File: config.mk
export PLATFORM = sky130hd
export DESIGN_NAME = usbf_interrupt_flags
export DESIGN_NICKNAME = d
export VERILOG_FILES = /design/src/core/usbf_pkg.sv /design/src/core/usbf_hold_timer.sv /design/src/core/usbf_interrupt_flags.sv /design/src/core/usbf_stat_fifo.sv
export SDC_FILE = /design/constraint.sdc
export NUM_CORES = 1
export LEC_CHECK = 0
export ABC_CLOCK_PERIOD_IN_PS = 2350
export BUFFER_PORTS_ARGS = -buffer_cell sky130_fd_sc_hd__buf_2
export CORE_AREA = 2 2 174 176
export CTS_BUF_LIST = sky130_fd_sc_hd__clkbuf_2 sky130_fd_sc_hd__clkbuf_4 sky130_fd_sc_hd__clkbuf_8
export CTS_CLUSTER_SIZE = 25
export DETAILED_ROUTE_END_ITERATION = 8
export DIE_AREA = 0 0 176 178
export GPL_ROUTABILITY_DRIVEN = 0
export GPL_TIMING_DRIVEN = 0
export PLACE_DENSITY_LB_ADDON = 0.1
export RECOVER_POWER = 25
export SKIP_CTS_REPAIR_TIMING = 1
export SYNTH_ARGS = -nofsm -noshare
export SYNTH_HDL_FRONTEND = slang
export SYNTH_SLANG_ARGS = --single-unit
export TNS_END_PERCENT = 5
File: constraint.sdc
create_clock -name sys_clk -period 2.35 [get_ports sys_clk]
set_input_delay 0.1175 -clock sys_clk [delete_from_list [all_inputs] [get_ports sys_clk]]
set_output_delay 0.1175 -clock sys_clk [all_outputs]
set_load 0.02 [all_outputs]
File: src/core/usbf_pkg.sv
/*
  Shared constants for the USB interrupt flag block: register offsets,
  bit positions, status FIFO shape and line timing counts.
  Assumes a 250 MHz module clock and a full-speed bus.
*/
package usbf_pkg;

  // ----------------------------------------------------------------
  // Clock and line timing
  // ----------------------------------------------------------------
  localparam int unsigned CLK_PS     = 4000;
  localparam int unsigned QUIET_NS   = 2500;
  localparam int unsigned QUIET_CYC  = (QUIET_NS * 1000 + CLK_PS - 1) / CLK_PS;
  localparam longint unsigned IDLE_MS  = 3;
  localparam longint unsigned IDLE_CYC = (IDLE_MS * 64'd1_000_000_000 + CLK_PS - 1) / CLK_PS;
  localparam int unsigned BIT_PS     = 83333;
  localparam int unsigned TURN_BITS  = 16;
  localparam int unsigned TURN_CYC   = (TURN_BITS * BIT_PS) / CLK_PS + 1;

  // ----------------------------------------------------------------
  // Register map
  // ----------------------------------------------------------------
  localparam logic [7:0] OFS_FLAGS  = 8'h00;
  localparam logic [7:0] OFS_EN     = 8'h04;
  localparam logic [7:0] OFS_ERR    = 8'h08;
  localparam logic [7:0] OFS_ERR_EN = 8'h0C;
  localparam logic [7:0] OFS_STAT   = 8'h10;
  localparam logic [7:0] OFS_CTRL   = 8'h14;

  localparam int unsigned FLAG_W = 8;
  localparam logic [FLAG_W-1:0] FLAG_RST = 8'h00;

  localparam int unsigned BIT_STALL   = 7;
  localparam int unsigned BIT_ATTACH  = 6;
  localparam int unsigned BIT_RESUME  = 5;
  localparam int unsigned BIT_IDLE    = 4;
  localparam int unsigned BIT_TOKEN   = 3;
  localparam int unsigned BIT_SOF     = 2;
  localparam int unsigned BIT_SUMMARY = 1;
  localparam int unsigned BIT_RESET   = 0;

  localparam int unsigned EBIT_STUFF  = 7;
  localparam int unsigned EBIT_MATRIX = 6;
  localparam int unsigned EBIT_DMA    = 5;
  localparam int unsigned EBIT_TURN   = 4;
  localparam int unsigned EBIT_FIELD  = 3;
  localparam int unsigned EBIT_CRC16  = 2;
  localparam int unsigned EBIT_CRC5   = 1;
  localparam int unsigned EBIT_PID    = 0;

  localparam int unsigned CTRL_HOST   = 0;

  // ----------------------------------------------------------------
  // Status FIFO: endpoint[5:2], direction[1], ping-pong[0]
  // ----------------------------------------------------------------
  localparam int unsigned FIFO_DEPTH = 4;
  localparam int unsigned FIFO_AW    = 2;
  localparam int unsigned STAT_W     = 6;
  localparam int unsigned STAT_LSB   = 2;

endpackage

File: src/core/usbf_hold_timer.sv
/*
  Counts cycles while a condition holds and pulses once when the
  count reaches its limit. Assumes run comes from sys_clk logic.
*/
`timescale 1ns/1ps
`default_nettype none
module usbf_hold_timer #(
  parameter int unsigned LIMIT = 625
) (
  input  wire logic sys_clk,
  input  wire logic srst,
  input  wire logic run,
  output var  logic fire
);
  logic [31:0] cnt_reg;

  // Saturates so a long hold gives one pulse only
  always_ff @(posedge sys_clk) begin
    if (srst || !run) begin
      cnt_reg <= 32'h0000_0000;
    end else if (cnt_reg < LIMIT) begin
      cnt_reg <= cnt_reg + 32'h0000_0001;
    end
  end

  always_ff @(posedge sys_clk) begin
    if (srst) begin
      fire <= 1'b0;
    end else begin
      fire <= run && (cnt_reg == LIMIT - 1);
    end
  end
endmodule
`default_nettype wire

File: src/core/usbf_interrupt_flags.sv
/*
  USB interrupt and error flag block: sticky event and error flags,
  their enables, the error summary, the module interrupt request,
  line-state timers and the transaction status window, on APB.
  Assumes event pulses from the token engine on sys_clk and raw
  D+/D- levels from the transceiver.
*/
// Our own choices: the address map and the APB interface to the registers.
// Functional notes
// - Flags set by hardware, cleared writing one
// - Stall flag on stall handshake either role
// - Attach needs host, 2.5 us quiet, no SE0
// - Resume after 2.5 us continuous K state
// - Idle after 3 ms constant idle
// - Token done flag, endpoint info readable
// - Clearing token flag advances status FIFO
// - SOF flag: received token or host threshold
// - Error summary read-only, only enabled errors
// - Device role: bit 0 is bus reset
// - Host role: bit 0 is detach
// - Enable bit per flag, reset zero
// - Errors reach request only via enable bit 1
// - Bit stuff error flag
// - Bus matrix address error flag
// - DMA overflow, underflow or truncation flag
// - Turnaround timeout after 16 idle bit times
// - Data field not whole bytes flag
// - Data CRC16 failure flag
// - Host role: end-of-frame error on bit 1
// - Device role: token CRC5 error on bit 1
// - Packet identifier check failure flag
`timescale 1ns/1ps
`default_nettype none
module usbf_interrupt_flags
  import usbf_pkg::*;
#(
  parameter longint unsigned IDLE_CYCLES = IDLE_CYC
) (
  input  wire logic              sys_clk,
  input  wire logic              srst,
  // APB slave
  input  wire logic              psel,
  input  wire logic              penable,
  input  wire logic              pwrite,
  input  wire logic [7:0]        paddr,
  input  wire logic [31:0]       pwdata,
  output var  logic [31:0]       prdata,
  output var  logic              pready,
  output var  logic              pslverr,
  // Raw data lines
  input  wire logic              line_dp,
  input  wire logic              line_dm,
  // Token engine events
  input  wire logic              stall_evt,
  input  wire logic              token_done_evt,
  input  wire logic [STAT_W-1:0] token_status,
  output var  logic              token_ready,
  input  wire logic              sof_rx_evt,
  input  wire logic              sof_threshold_evt,
  input  wire logic              bus_reset_evt,
  input  wire logic              detach_evt,
  input  wire logic              eop_evt,
  input  wire logic              bit_stuff_evt,
  input  wire logic              bus_matrix_evt,
  input  wire logic              dma_evt,
  input  wire logic              field_size_evt,
  input  wire logic              data_crc_evt,
  input  wire logic              token_crc_evt,
  input  wire logic              frame_end_evt,
  input  wire logic              packet_id_evt,
  // Role and request
  output var  logic              host_role_enable,
  output var  logic              module_interrupt_request
);

  // ----------------------------------------------------------------
  // Registers
  // ----------------------------------------------------------------
  logic [FLAG_W-1:0] event_flags_reg;
  logic [FLAG_W-1:0] event_enable_reg;
  logic [FLAG_W-1:0] error_flags_reg;
  logic [FLAG_W-1:0] error_enable_reg;
  logic [FLAG_W-1:0] event_set;
  logic [FLAG_W-1:0] error_set;
  logic [FLAG_W-1:0] event_clr;
  logic [FLAG_W-1:0] error_clr;

  // ----------------------------------------------------------------
  // Line synchroniser and state decode
  // ----------------------------------------------------------------
  logic [1:0] line_meta_reg;
  logic [1:0] line_sync_reg;
  logic [1:0] line_prev_reg;
  logic       j_line;
  logic       k_line;
  logic       se0_line;
  logic       line_stable;

  always_ff @(posedge sys_clk) begin
    if (srst) begin
      line_meta_reg <= 2'h0;
      line_sync_reg <= 2'h0;
      line_prev_reg <= 2'h0;
    end else begin
      line_meta_reg <= {line_dp, line_dm};
      line_sync_reg <= line_meta_reg;
      line_prev_reg <= line_sync_reg;
    end
  end

  assign j_line      = (line_sync_reg == 2'h2);
  assign k_line      = (line_sync_reg == 2'h1);
  assign se0_line    = (line_sync_reg == 2'h0);
  assign line_stable = (line_sync_reg == line_prev_reg);

  // ----------------------------------------------------------------
  // Line timers
  // ----------------------------------------------------------------
  logic attach_fire;
  logic resume_fire;
  logic idle_fire;
  logic turn_fire;
  logic turn_armed_reg;

  // Quiet, non-SE0 bus while hosting
  usbf_hold_timer #(.LIMIT(QUIET_CYC)) u_attach_timer (
    .sys_clk (sys_clk),
    .srst    (srst),
    .run     (host_role_enable && !se0_line && line_stable),
    .fire    (attach_fire)
  );

  // Continuous K state
  usbf_hold_timer #(.LIMIT(QUIET_CYC)) u_resume_timer (
    .sys_clk (sys_clk),
    .srst    (srst),
    .run     (k_line),
    .fire    (resume_fire)
  );

  // Constant idle state
  usbf_hold_timer #(.LIMIT(32'(IDLE_CYCLES))) u_idle_timer (
    .sys_clk (sys_clk),
    .srst    (srst),
    .run     (j_line),
    .fire    (idle_fire)
  );

  // Idle bit times after end of packet
  usbf_hold_timer #(.LIMIT(TURN_CYC)) u_turn_timer (
    .sys_clk (sys_clk),
    .srst    (srst),
    .run     (turn_armed_reg && j_line),
    .fire    (turn_fire)
  );

  // Armed by EOP, dropped by new activity or a timeout
  always_ff @(posedge sys_clk) begin
    if (srst) begin
      turn_armed_reg <= 1'b0;
    end else if (eop_evt) begin
      turn_armed_reg <= 1'b1;
    end else if (turn_fire || !j_line) begin
      turn_armed_reg <= 1'b0;
    end
  end

  // ----------------------------------------------------------------
  // Status FIFO
  // ----------------------------------------------------------------
  logic [STAT_W-1:0]  stat_head;
  logic [FIFO_AW:0]   stat_count;
  logic               stat_full;
  logic               stat_pop;
  logic               token_set;

  usbf_stat_fifo u_stat_fifo (
    .sys_clk   (sys_clk),
    .srst      (srst),
    .push      (token_done_evt && token_ready),
    .push_data (token_status),
    .pop       (stat_pop),
    .head      (stat_head),
    .count     (stat_count),
    .full      (stat_full)
  );

  always_ff @(posedge sys_clk) begin
    if (srst) begin
      token_ready <= 1'b0;
    end else begin
      token_ready <= !stat_full && !(token_done_evt && stat_count == 3'(FIFO_DEPTH - 1));
    end
  end

  // Clearing the flag retires the head entry
  assign stat_pop  = event_clr[BIT_TOKEN] && event_flags_reg[BIT_TOKEN];
  // Next entry re-raises the flag at once
  assign token_set = (token_done_evt && token_ready) || (stat_pop && stat_count > 3'h1);

  // ----------------------------------------------------------------
  // APB slave
  // ----------------------------------------------------------------
  logic apb_setup;
  logic apb_write;
  logic mapped;

  assign apb_setup = psel && !penable;
  assign apb_write = psel && penable && pready && pwrite && !pslverr;
  assign mapped    = (paddr == OFS_FLAGS) || (paddr == OFS_EN) || (paddr == OFS_ERR)
                  || (paddr == OFS_ERR_EN) || (paddr == OFS_STAT) || (paddr == OFS_CTRL);

  // One-cycle access phase, answered from the setup cycle
  always_ff @(posedge sys_clk) begin
    if (srst) begin
      pready  <= 1'b0;
      pslverr <= 1'b0;
      prdata  <= 32'h0000_0000;
    end else begin
      pready  <= apb_setup;
      pslverr <= apb_setup && !mapped;
      prdata  <= 32'h0000_0000;
      if (apb_setup && !pwrite) begin
        case (paddr)
          OFS_FLAGS:  prdata <= {24'h00_0000, event_flags_reg};
          OFS_EN:     prdata <= {24'h00_0000, event_enable_reg};
          OFS_ERR:    prdata <= {24'h00_0000, error_flags_reg};
          OFS_ERR_EN: prdata <= {24'h00_0000, error_enable_reg};
          OFS_STAT:   prdata <= {24'h00_0000, stat_head, 2'h0};
          OFS_CTRL:   prdata <= {31'h0000_0000, host_role_enable};
          default:    prdata <= 32'h0000_0000;
        endcase
      end
    end
  end

  // Enables and control, all clear at reset
  always_ff @(posedge sys_clk) begin
    if (srst) begin
      event_enable_reg <= FLAG_RST;
      error_enable_reg <= FLAG_RST;
      host_role_enable <= 1'b0;
    end else if (apb_write) begin
      if (paddr == OFS_EN) begin
        event_enable_reg <= pwdata[FLAG_W-1:0];
      end
      if (paddr == OFS_ERR_EN) begin
        error_enable_reg <= pwdata[FLAG_W-1:0];
      end
      if (paddr == OFS_CTRL) begin
        host_role_enable <= pwdata[CTRL_HOST];
      end
    end
  end

  // ----------------------------------------------------------------
  // Flag set sources
  // ----------------------------------------------------------------
  always_comb begin
    event_set              = '0;
    event_set[BIT_STALL]   = stall_evt;
    event_set[BIT_ATTACH]  = attach_fire;
    event_set[BIT_RESUME]  = resume_fire;
    event_set[BIT_IDLE]    = idle_fire;
    event_set[BIT_TOKEN]   = token_set;
    event_set[BIT_SOF]     = host_role_enable ? sof_threshold_evt : sof_rx_evt;
    event_set[BIT_RESET]   = host_role_enable ? detach_evt : bus_reset_evt;
    error_set              = '0;
    error_set[EBIT_STUFF]  = bit_stuff_evt;
    error_set[EBIT_MATRIX] = bus_matrix_evt;
    error_set[EBIT_DMA]    = dma_evt;
    error_set[EBIT_TURN]   = turn_fire;
    error_set[EBIT_FIELD]  = field_size_evt;
    error_set[EBIT_CRC16]  = data_crc_evt;
    error_set[EBIT_CRC5]   = host_role_enable ? frame_end_evt : token_crc_evt;
    error_set[EBIT_PID]    = packet_id_evt;
  end

  assign event_clr = (apb_write && paddr == OFS_FLAGS) ? pwdata[FLAG_W-1:0] : '0;
  assign error_clr = (apb_write && paddr == OFS_ERR) ? pwdata[FLAG_W-1:0] : '0;

  // ----------------------------------------------------------------
  // Sticky flags, set wins over write-one clear
  // ----------------------------------------------------------------
  genvar gi;
  generate
    for (gi = 0; gi < FLAG_W; gi++) begin : g_flag
      if (gi == BIT_SUMMARY) begin : g_summary
        // Read-only, follows unmasked errors
        always_ff @(posedge sys_clk) begin
          if (srst) begin
            event_flags_reg[gi] <= 1'b0;
          end else begin
            event_flags_reg[gi] <= |(error_flags_reg & error_enable_reg);
          end
        end
      end else begin : g_event
        always_ff @(posedge sys_clk) begin
          if (srst) begin
            event_flags_reg[gi] <= 1'b0;
          end else if (event_set[gi]) begin
            event_flags_reg[gi] <= 1'b1;
          end else if (event_clr[gi]) begin
            event_flags_reg[gi] <= 1'b0;
          end
        end
      end
      always_ff @(posedge sys_clk) begin
        if (srst) begin
          error_flags_reg[gi] <= 1'b0;
        end else if (error_set[gi]) begin
          error_flags_reg[gi] <= 1'b1;
        end else if (error_clr[gi]) begin
          error_flags_reg[gi] <= 1'b0;
        end
      end
    end
  endgenerate

  // ----------------------------------------------------------------
  // Module interrupt request
  // ----------------------------------------------------------------
  // Errors pass only through the summary bit and its enable
  always_ff @(posedge sys_clk) begin
    if (srst) begin
      module_interrupt_request <= 1'b0;
    end else begin
      module_interrupt_request <= |(event_flags_reg & event_enable_reg);
    end
  end
endmodule
`default_nettype wire

File: src/core/usbf_stat_fifo.sv
/*
  Four-entry transaction status FIFO read through the status register.
  Assumes push is never offered while full.
*/
`timescale 1ns/1ps
`default_nettype none
module usbf_stat_fifo
  import usbf_pkg::*;
(
  input  wire logic              sys_clk,
  input  wire logic              srst,
  input  wire logic              push,
  input  wire logic [STAT_W-1:0] push_data,
  input  wire logic              pop,
  output var  logic [STAT_W-1:0] head,
  output var  logic [FIFO_AW:0]  count,
  output var  logic              full
);
  logic [STAT_W-1:0]  mem [FIFO_DEPTH];
  logic [FIFO_AW-1:0] wr_ptr_reg;
  logic [FIFO_AW-1:0] rd_ptr_reg;
  logic               do_push;
  logic               do_pop;

  assign do_push = push && !full;
  assign do_pop  = pop && (count != '0);
  assign head    = (count != '0) ? mem[rd_ptr_reg] : '0;
  assign full    = (count == FIFO_DEPTH[FIFO_AW:0]);

  always_ff @(posedge sys_clk) begin
    if (do_push) begin
      mem[wr_ptr_reg] <= push_data;
    end
  end

  always_ff @(posedge sys_clk) begin
    if (srst) begin
      wr_ptr_reg <= '0;
      rd_ptr_reg <= '0;
      count      <= '0;
    end else begin
      if (do_push) begin
        wr_ptr_reg <= wr_ptr_reg + 1'b1;
      end
      if (do_pop) begin
        rd_ptr_reg <= rd_ptr_reg + 1'b1;
      end
      count <= count + {{FIFO_AW{1'b0}}, do_push} - {{FIFO_AW{1'b0}}, do_pop};
    end
  end
endmodule
`default_nettype wire

==> impl_metrics.yaml, run 1 <==
finish:
  area_delta_synth_final_pct: 24.6
  fin_nets: 1102
  diodes: 0
  final_layout_size_suffix_gt1_frac: 0.173
grt:
  grt_antenna_before_repair: 0
  grt.total_usage: 0.131
  grt.overflow.total: 0
  grt_pass1_vias: 6351
  grt_max_degree: 11
  grt_pass1_wl_um: 33100
yosys:
  yosysSeqAreaShare: 0.527
  ys_types: 68
  synth_edf_count: 24
  ys_seq_elements: 217
  dominantRegCellSynth: "dfxtp_1"
  synthArstFlopShare: 0
  synthCells: 857
  ys_warn_count: 0
  syn_avg_cell_area_um2: 10.2
  synthesis.area_um2: 8700
detailed_routing:
  firstDrtPassIters: 5
  drt-initial-drc-count: 384
  wl_met1_um: 10000
  wl_met3_um: 1020
  dr_wl_met2_um: 8940
  ant_nets: 0
  viasPerCell: 4.59
  post-route-drc-count: 0
  wire_per_inst_um: 14.3
  wl_um: 20500
  via_count: 6606
  topRoutingLayerUsed: "met4"
worst_setup_path:
  cp_data_required_time_ps: 2720
  crit_fanout: 5
  critPathLaunchType: "flop"
  path_buf_inv: 2
  criticalPathCategory: "flop to flop"
  path_delay_family: "adder cells"
  cpPeakStageDelay_ps: 510
  cp_slowest_cell: "fa_2"
  end_kind: "flop"
  path_cells: "or3_4, and3_4, and3_4, ha_1, inv_1, ha_1, inv_1, fa_2, nor2_1"
  arrival_ps: 2710
sta:
  setup_slack_ps: 17.8
  whs_ps: 19.8
  final-hold-violation-count: 0
  setup_tns_ps: 0
  relSlewSlack: 0.503
  tightest_slew_ps: 744
  finalMaxSlewViolations: 0
  max_freq_mhz: 429
  clock_skew_ps: 18.8
  setup_viol: 0
  layout_min_cycle_time_ps: 2330
  period_share: 0.992
  grt_setup_unrepaired: "yes"
floorplan:
  die_w_um: 176
  io_pins: 105
  die_area_um2: 31300
  die_height_um: 178
  core_area_um2: 29400
  core.rowCount: 63
  initial_core_util: 0.296
clock_tree:
  clk_pin_slew_ps: 60
  h-tree-depth: 2
  cts_buffers: 40
  clockBufferDepth: 3
  cts_tree: "done"
  clk_latency_ps: 530
  root_buffer: "clkbuf_8"
  clock_sink_count: 217
pwr:
  peakVddDrop_mv: 0.408
  swShare: 0.221
  p_total_mw: 7.95
  comb_power_share: 0.042
  p_per_area_nw_per_um2: 733
  p_leak_nw: 4.06
  power_frac_seq: 0.481
  p_int_mw: 6.19
  pwr-share-clk: 0.476
  p_sw_mw: 1.76
place:
  port_buffers: 55
  pre_cts_ws_ps: -567
  hpwl_um: 14000
worst_hold_path:
  min_path_type: "input port to flop"
status:
  status: "complete, no violations"
flow_run:
  cap_viol_max_count: 0
==> stage by stage <==
step / cells / instance area (µm²) / util
2_1_floorplan: 880 / 8790 / -
3_3_place_gp: 1325 / 9550 / 0.325
3_5_place_dp: 1325 / 9550 / 0.325
4_1_cts: 1397 / 10400 / 0.354
5_1_grt: 1438 / 10800 / 0.369
6_report: 1438 / 10800 / 0.369
==> layout make-up <==
type,instances,area (µm²)
fill,2994,18600
sequential,217,4590
multi-input combinational,578,3830
clock buffer,64,793
timing repair buffer,96,661
tap,390,488
buffer,65,353
inverter,20,75.1
clock inverter,8,63.8
==> final timing paths <==
check | startpoint | to | slack (ps) | depth (start not counted)
worst max-delay path | u_stat_fifo.count[1]$_SDFF_PP0_ | u_stat_fifo.count[1]$_SDFF_PP0_ | 20 | 9
worst min-delay path | paddr[4] | host_role_enable$_SDFFE_PP0P_ | 20 | 4
worst max register to register | u_stat_fifo.count[1]$_SDFF_PP0_ | u_stat_fifo.count[1]$_SDFF_PP0_ | 20 | 9
worst min register to register | line_meta_reg[0]$_SDFF_PP0_ | line_sync_reg[0]$_SDFF_PP0_ | 440 | 1
==> cells in the final DEF (no fill, tap or decap), types with 6 or more instances in the layout <==
cell           count
a2111oi_0          9
a211oi_1           8
a21oi_1           43
a222oi_1           6
a22oi_1           17
a31o_2             8
and2_1            61
and3_1            31
and4_1             6
buf_2             43
buf_4             24
clkbuf_1          48
clkbuf_4          14
clkbuf_8          50
conb_1            24
dfxtp_1          192
dlygate4sd3_1     41
edfxtp_1          24
ha_1              15
inv_1             20
mux2i_1           16
mux4_2             6
nand2_1           48
nand3_1           39
nand4_1           20
nor2_1            81
nor2b_1            9
nor3_1            10
nor4_1            22
xnor2_1           32
==> tightest hold or removal path: stages <==
cell and delay (ps):
buf_2 140, nand3_1 100, mux2i_1 70, nor2_1 70
==> power groups by stage <==
stage | registers [mW] | logic [mW] | clock network (mW)
2_1_floorplan | 3.89 | 0.173 | 0
3_3_place_gp | 3.90 | 0.282 | 0
3_5_place_dp | 3.90 | 0.282 | 0
4_1_cts | 3.82 | 0.284 | 3.95
5_1_grt | 3.83 | 0.377 | 4.12
6_report | 3.83 | 0.336 | 3.79
==> cell usage after synthesis, types with 20 or more instances <==
master | number | area share
clkbuf_1 | 28 | 0.012
buf_4 | 24 | 0.021
inv_1 | 20 | 0.0086
edfxtp_1 | 24 | 0.083
nand4_1 | 20 | 0.014
and3_1 | 33 | 0.024
nor2_1 | 82 | 0.035
dfxtp_1 | 193 | 0.44
and2_1 | 63 | 0.045
xnor2_1 | 33 | 0.033
nand2_1 | 48 | 0.021
nand3_1 | 39 | 0.022
a21oi_1 | 43 | 0.025
nor4_1 | 23 | 0.017
==> per-layer routing <==
layer  track usage  vias to the layer above
li1              -                     3349
met1         0.180                     3060
met2         0.203                      157
met3        0.0256                       40
met4        0.0496                        0
met5             0                        -
==> cells by family after synthesis <==
| group | count (synthesis) | share of synthesized area |
|---|---|---|
| xor gates and xnor gates | 34 | 0.0342 |
| buffers and inverters | 85 | 0.0492 |
| AOI/OAI and AO/OA | 123 | 0.109 |
| adders and majority gates | 16 | 0.0239 |
| and+or+nand+nor | 358 | 0.222 |
| DFF | 217 | 0.527 |
| muxes | 23 | 0.0352 |
| other | 1 | 0.000431 |
Power figures use the tool's default switching activity.
==> inputs of run 2 (changes only) <==
ABC_CLOCK_PERIOD_IN_PS = 2900   (was 2350)
BUFFER_PORTS_ARGS = -buffer_cell sky130_fd_sc_hd__buf_4   (was -buffer_cell sky130_fd_sc_hd__buf_2)
CELL_PAD_IN_SITES_DETAIL_PLACEMENT = 1   (was unset)
CELL_PAD_IN_SITES_GLOBAL_PLACEMENT = 1   (was unset)
clock period = 2.9 ns   (was 2.35 ns; I/O delays follow)
==> run 2 against run 1 <==
- clock skew down 6.8 ps
- critical path depth up 1
- sequential share of layout area up 0.27 points
- cell count down 0.70%
- clock power down 23%
- die area unchanged
- total power down 21%
- flip-flop and latch count unchanged
- utilization down 0.24 points
- via count up 0.24%
==> impl_metrics.yaml, run 2 (synthesis gave the netlist of run 1 again) <==
floorplan:
  io_pins: 105
  die_area_um2: 31300
  die_height_um: 178
  initial_core_util: 0.296
  die_w_um: 176
  core_area_um2: 29400
  core.rowCount: 63
worst_setup_path:
  path_cells: "nand4_1, nor2_1, and3_1, ha_1, inv_1, ha_1, inv_1, fa_1, xnor2_1, nor2_1"
  critPathLaunchType: "flop"
  reg2regPathDepth: 10
  cp_slowest_cell: "nor2_1"
  arrival_ps: 3040
  crit_fanout: 10
  end_kind: "flop"
  r2r_setup_slack_ps: 250
  cp_data_required_time_ps: 3290
  cp-startpoint: "pready$_SDFF_PP0_"
  r2r_end: "u_stat_fifo.count[2]$_SDFF_PP0_"
  cpPeakStageDelay_ps: 700
  r2r-start: "pready$_SDFF_PP0_"
  criticalPathCategory: "flop to flop"
detailed_routing:
  ant_nets: 0
  post-route-drc-count: 0
  wl_met3_um: 930
  wl_met1_um: 10600
  wl_um: 22100
  firstDrtPassIters: 4
  via_count: 6622
  wire_per_inst_um: 15.5
  drt-initial-drc-count: 310
  viasPerCell: 4.64
  dr_wl_met2_um: 10100
  topRoutingLayerUsed: "met4"
sta:
  setup_slack_ps: 251
  max_freq_mhz: 378
  relSlewSlack: 0.386
  setup_tns_ps: 0
  period_share: 0.913
  setup_viol: 0
  final-hold-violation-count: 0
  clock_skew_ps: 12.0
  finalMaxSlewViolations: 0
  layout_min_cycle_time_ps: 2650
  tightest_slew_ps: 918
  grt_setup_unrepaired: "no"
finish:
  fillCellCount: 3370
  final_layout_size_suffix_gt1_frac: 0.160
  fin_cells: 1428
  fin_util: 0.366
  fin_nets: 1098
  layout_commonest_cell: "dfxtp_1"
  multiInputGateArea_um2: 3780
  area_delta_synth_final_pct: 23.8
  layout_common_cells: "dfxtp_1 (193), nor2_1 (82), and2_1 (59), buf_4 (59), clkbuf_1 (49)"
  seqCellArea_um2: 4580
  fin_area_um2: 10800
  diodes: 0
worst_hold_path:
  min_path_type: "input port to flop"
  hold_end: "prdata[0]$_SDFF_PP0_"
  hold_depth: 4
  min-delay-start: "paddr[7]"
clock_tree:
  cts_tree: "done"
  root_buffer: "clkbuf_8"
  clockBufferDepth: 3
  cts_buffers: 40
  h-tree-depth: 2
  clk_pin_slew_ps: 60
  clk_latency_ps: 530
  clock_sink_count: 217
flow_run:
  cap_viol_max_count: 0
grt:
  grt_antenna_before_repair: 0
  grt.total_usage: 0.141
  grt.overflow.total: 0
  grt_pass1_vias: 6681
  grt_pass1_wl_um: 35500
  grt_max_degree: 11
status:
  status: "complete, no violations"
pwr:
  p_leak_nw: 4.04
  p_per_area_nw_per_um2: 585
  peakVddDrop_mv: 0.248
place:
  hpwl_um: 15400
  dpl_cell_area_um2: 9690
  placedCellCount: 1325
  pre_cts_ws_ps: -15.8
  port_buffers: 55
[run 2: worst max-delay path by stage]
stage,end,slack [ps]
4_1_cts,u_stat_fifo.count[2]$_SDFF_PP0_,220
3_3_place_gp,u_stat_fifo.count[2]$_SDFF_PP0_,-70
2_1_floorplan,u_stat_fifo.count[2]$_SDFF_PP0_,650
5_1_grt,u_stat_fifo.count[2]$_SDFF_PP0_,70
3_5_place_dp,u_stat_fifo.count[2]$_SDFF_PP0_,-20
6_report,u_stat_fifo.count[2]$_SDFF_PP0_,250
[run 2: worst max-delay path: cells and delay by family, from the launching register on]
| family | cells | cell delay, ps |
|---|---|---|
| xor+xnor | 1 | 160 |
| fa+ha+maj | 3 | 750 |
| buf+inv | 2 | 110 |
| flops | 1 | 330 |
| simple gates | 4 | 1170 |
[run 2: layout make-up]
type / instances / area share
timing repair buffer: 92 / 0.0661
sequential: 217 / 0.426
inverter: 20 / 0.00697
clock inverter: 11 / 0.00732
buffer: 65 / 0.0319
tap: 390 / 0.0453
clock buffer: 55 / 0.0662
multi-input combinational: 578 / 0.351
[run 2: power by group]
group | internal, mW | switching, mW | total [mW] | leakage, nW
combinational | 0.131 | 0.148 | 0.279 | 1.84
clock | 1.67 | 1.25 | 2.92 | 0.422
sequential | 3.07 | 0.0271 | 3.10 | 1.78
total | 4.87 | 1.43 | 6.30 | 4.04
[run 2: per-layer routing]
metal,GRT usage,up-vias
li1,-,3326
met1,0.184,3130
met2,0.235,125
met3,0.0290,41
met4,0.0455,0
met5,0,-
[run 2: per-stage QoR]
stage                     power (mW)  hold WS, ps
after detailed placement        3.41          352
after global placement          3.41          351
after CTS                       6.39         -204
after global routing            6.59         11.8
final                           6.30         18.7
after floorplan                 3.30          244
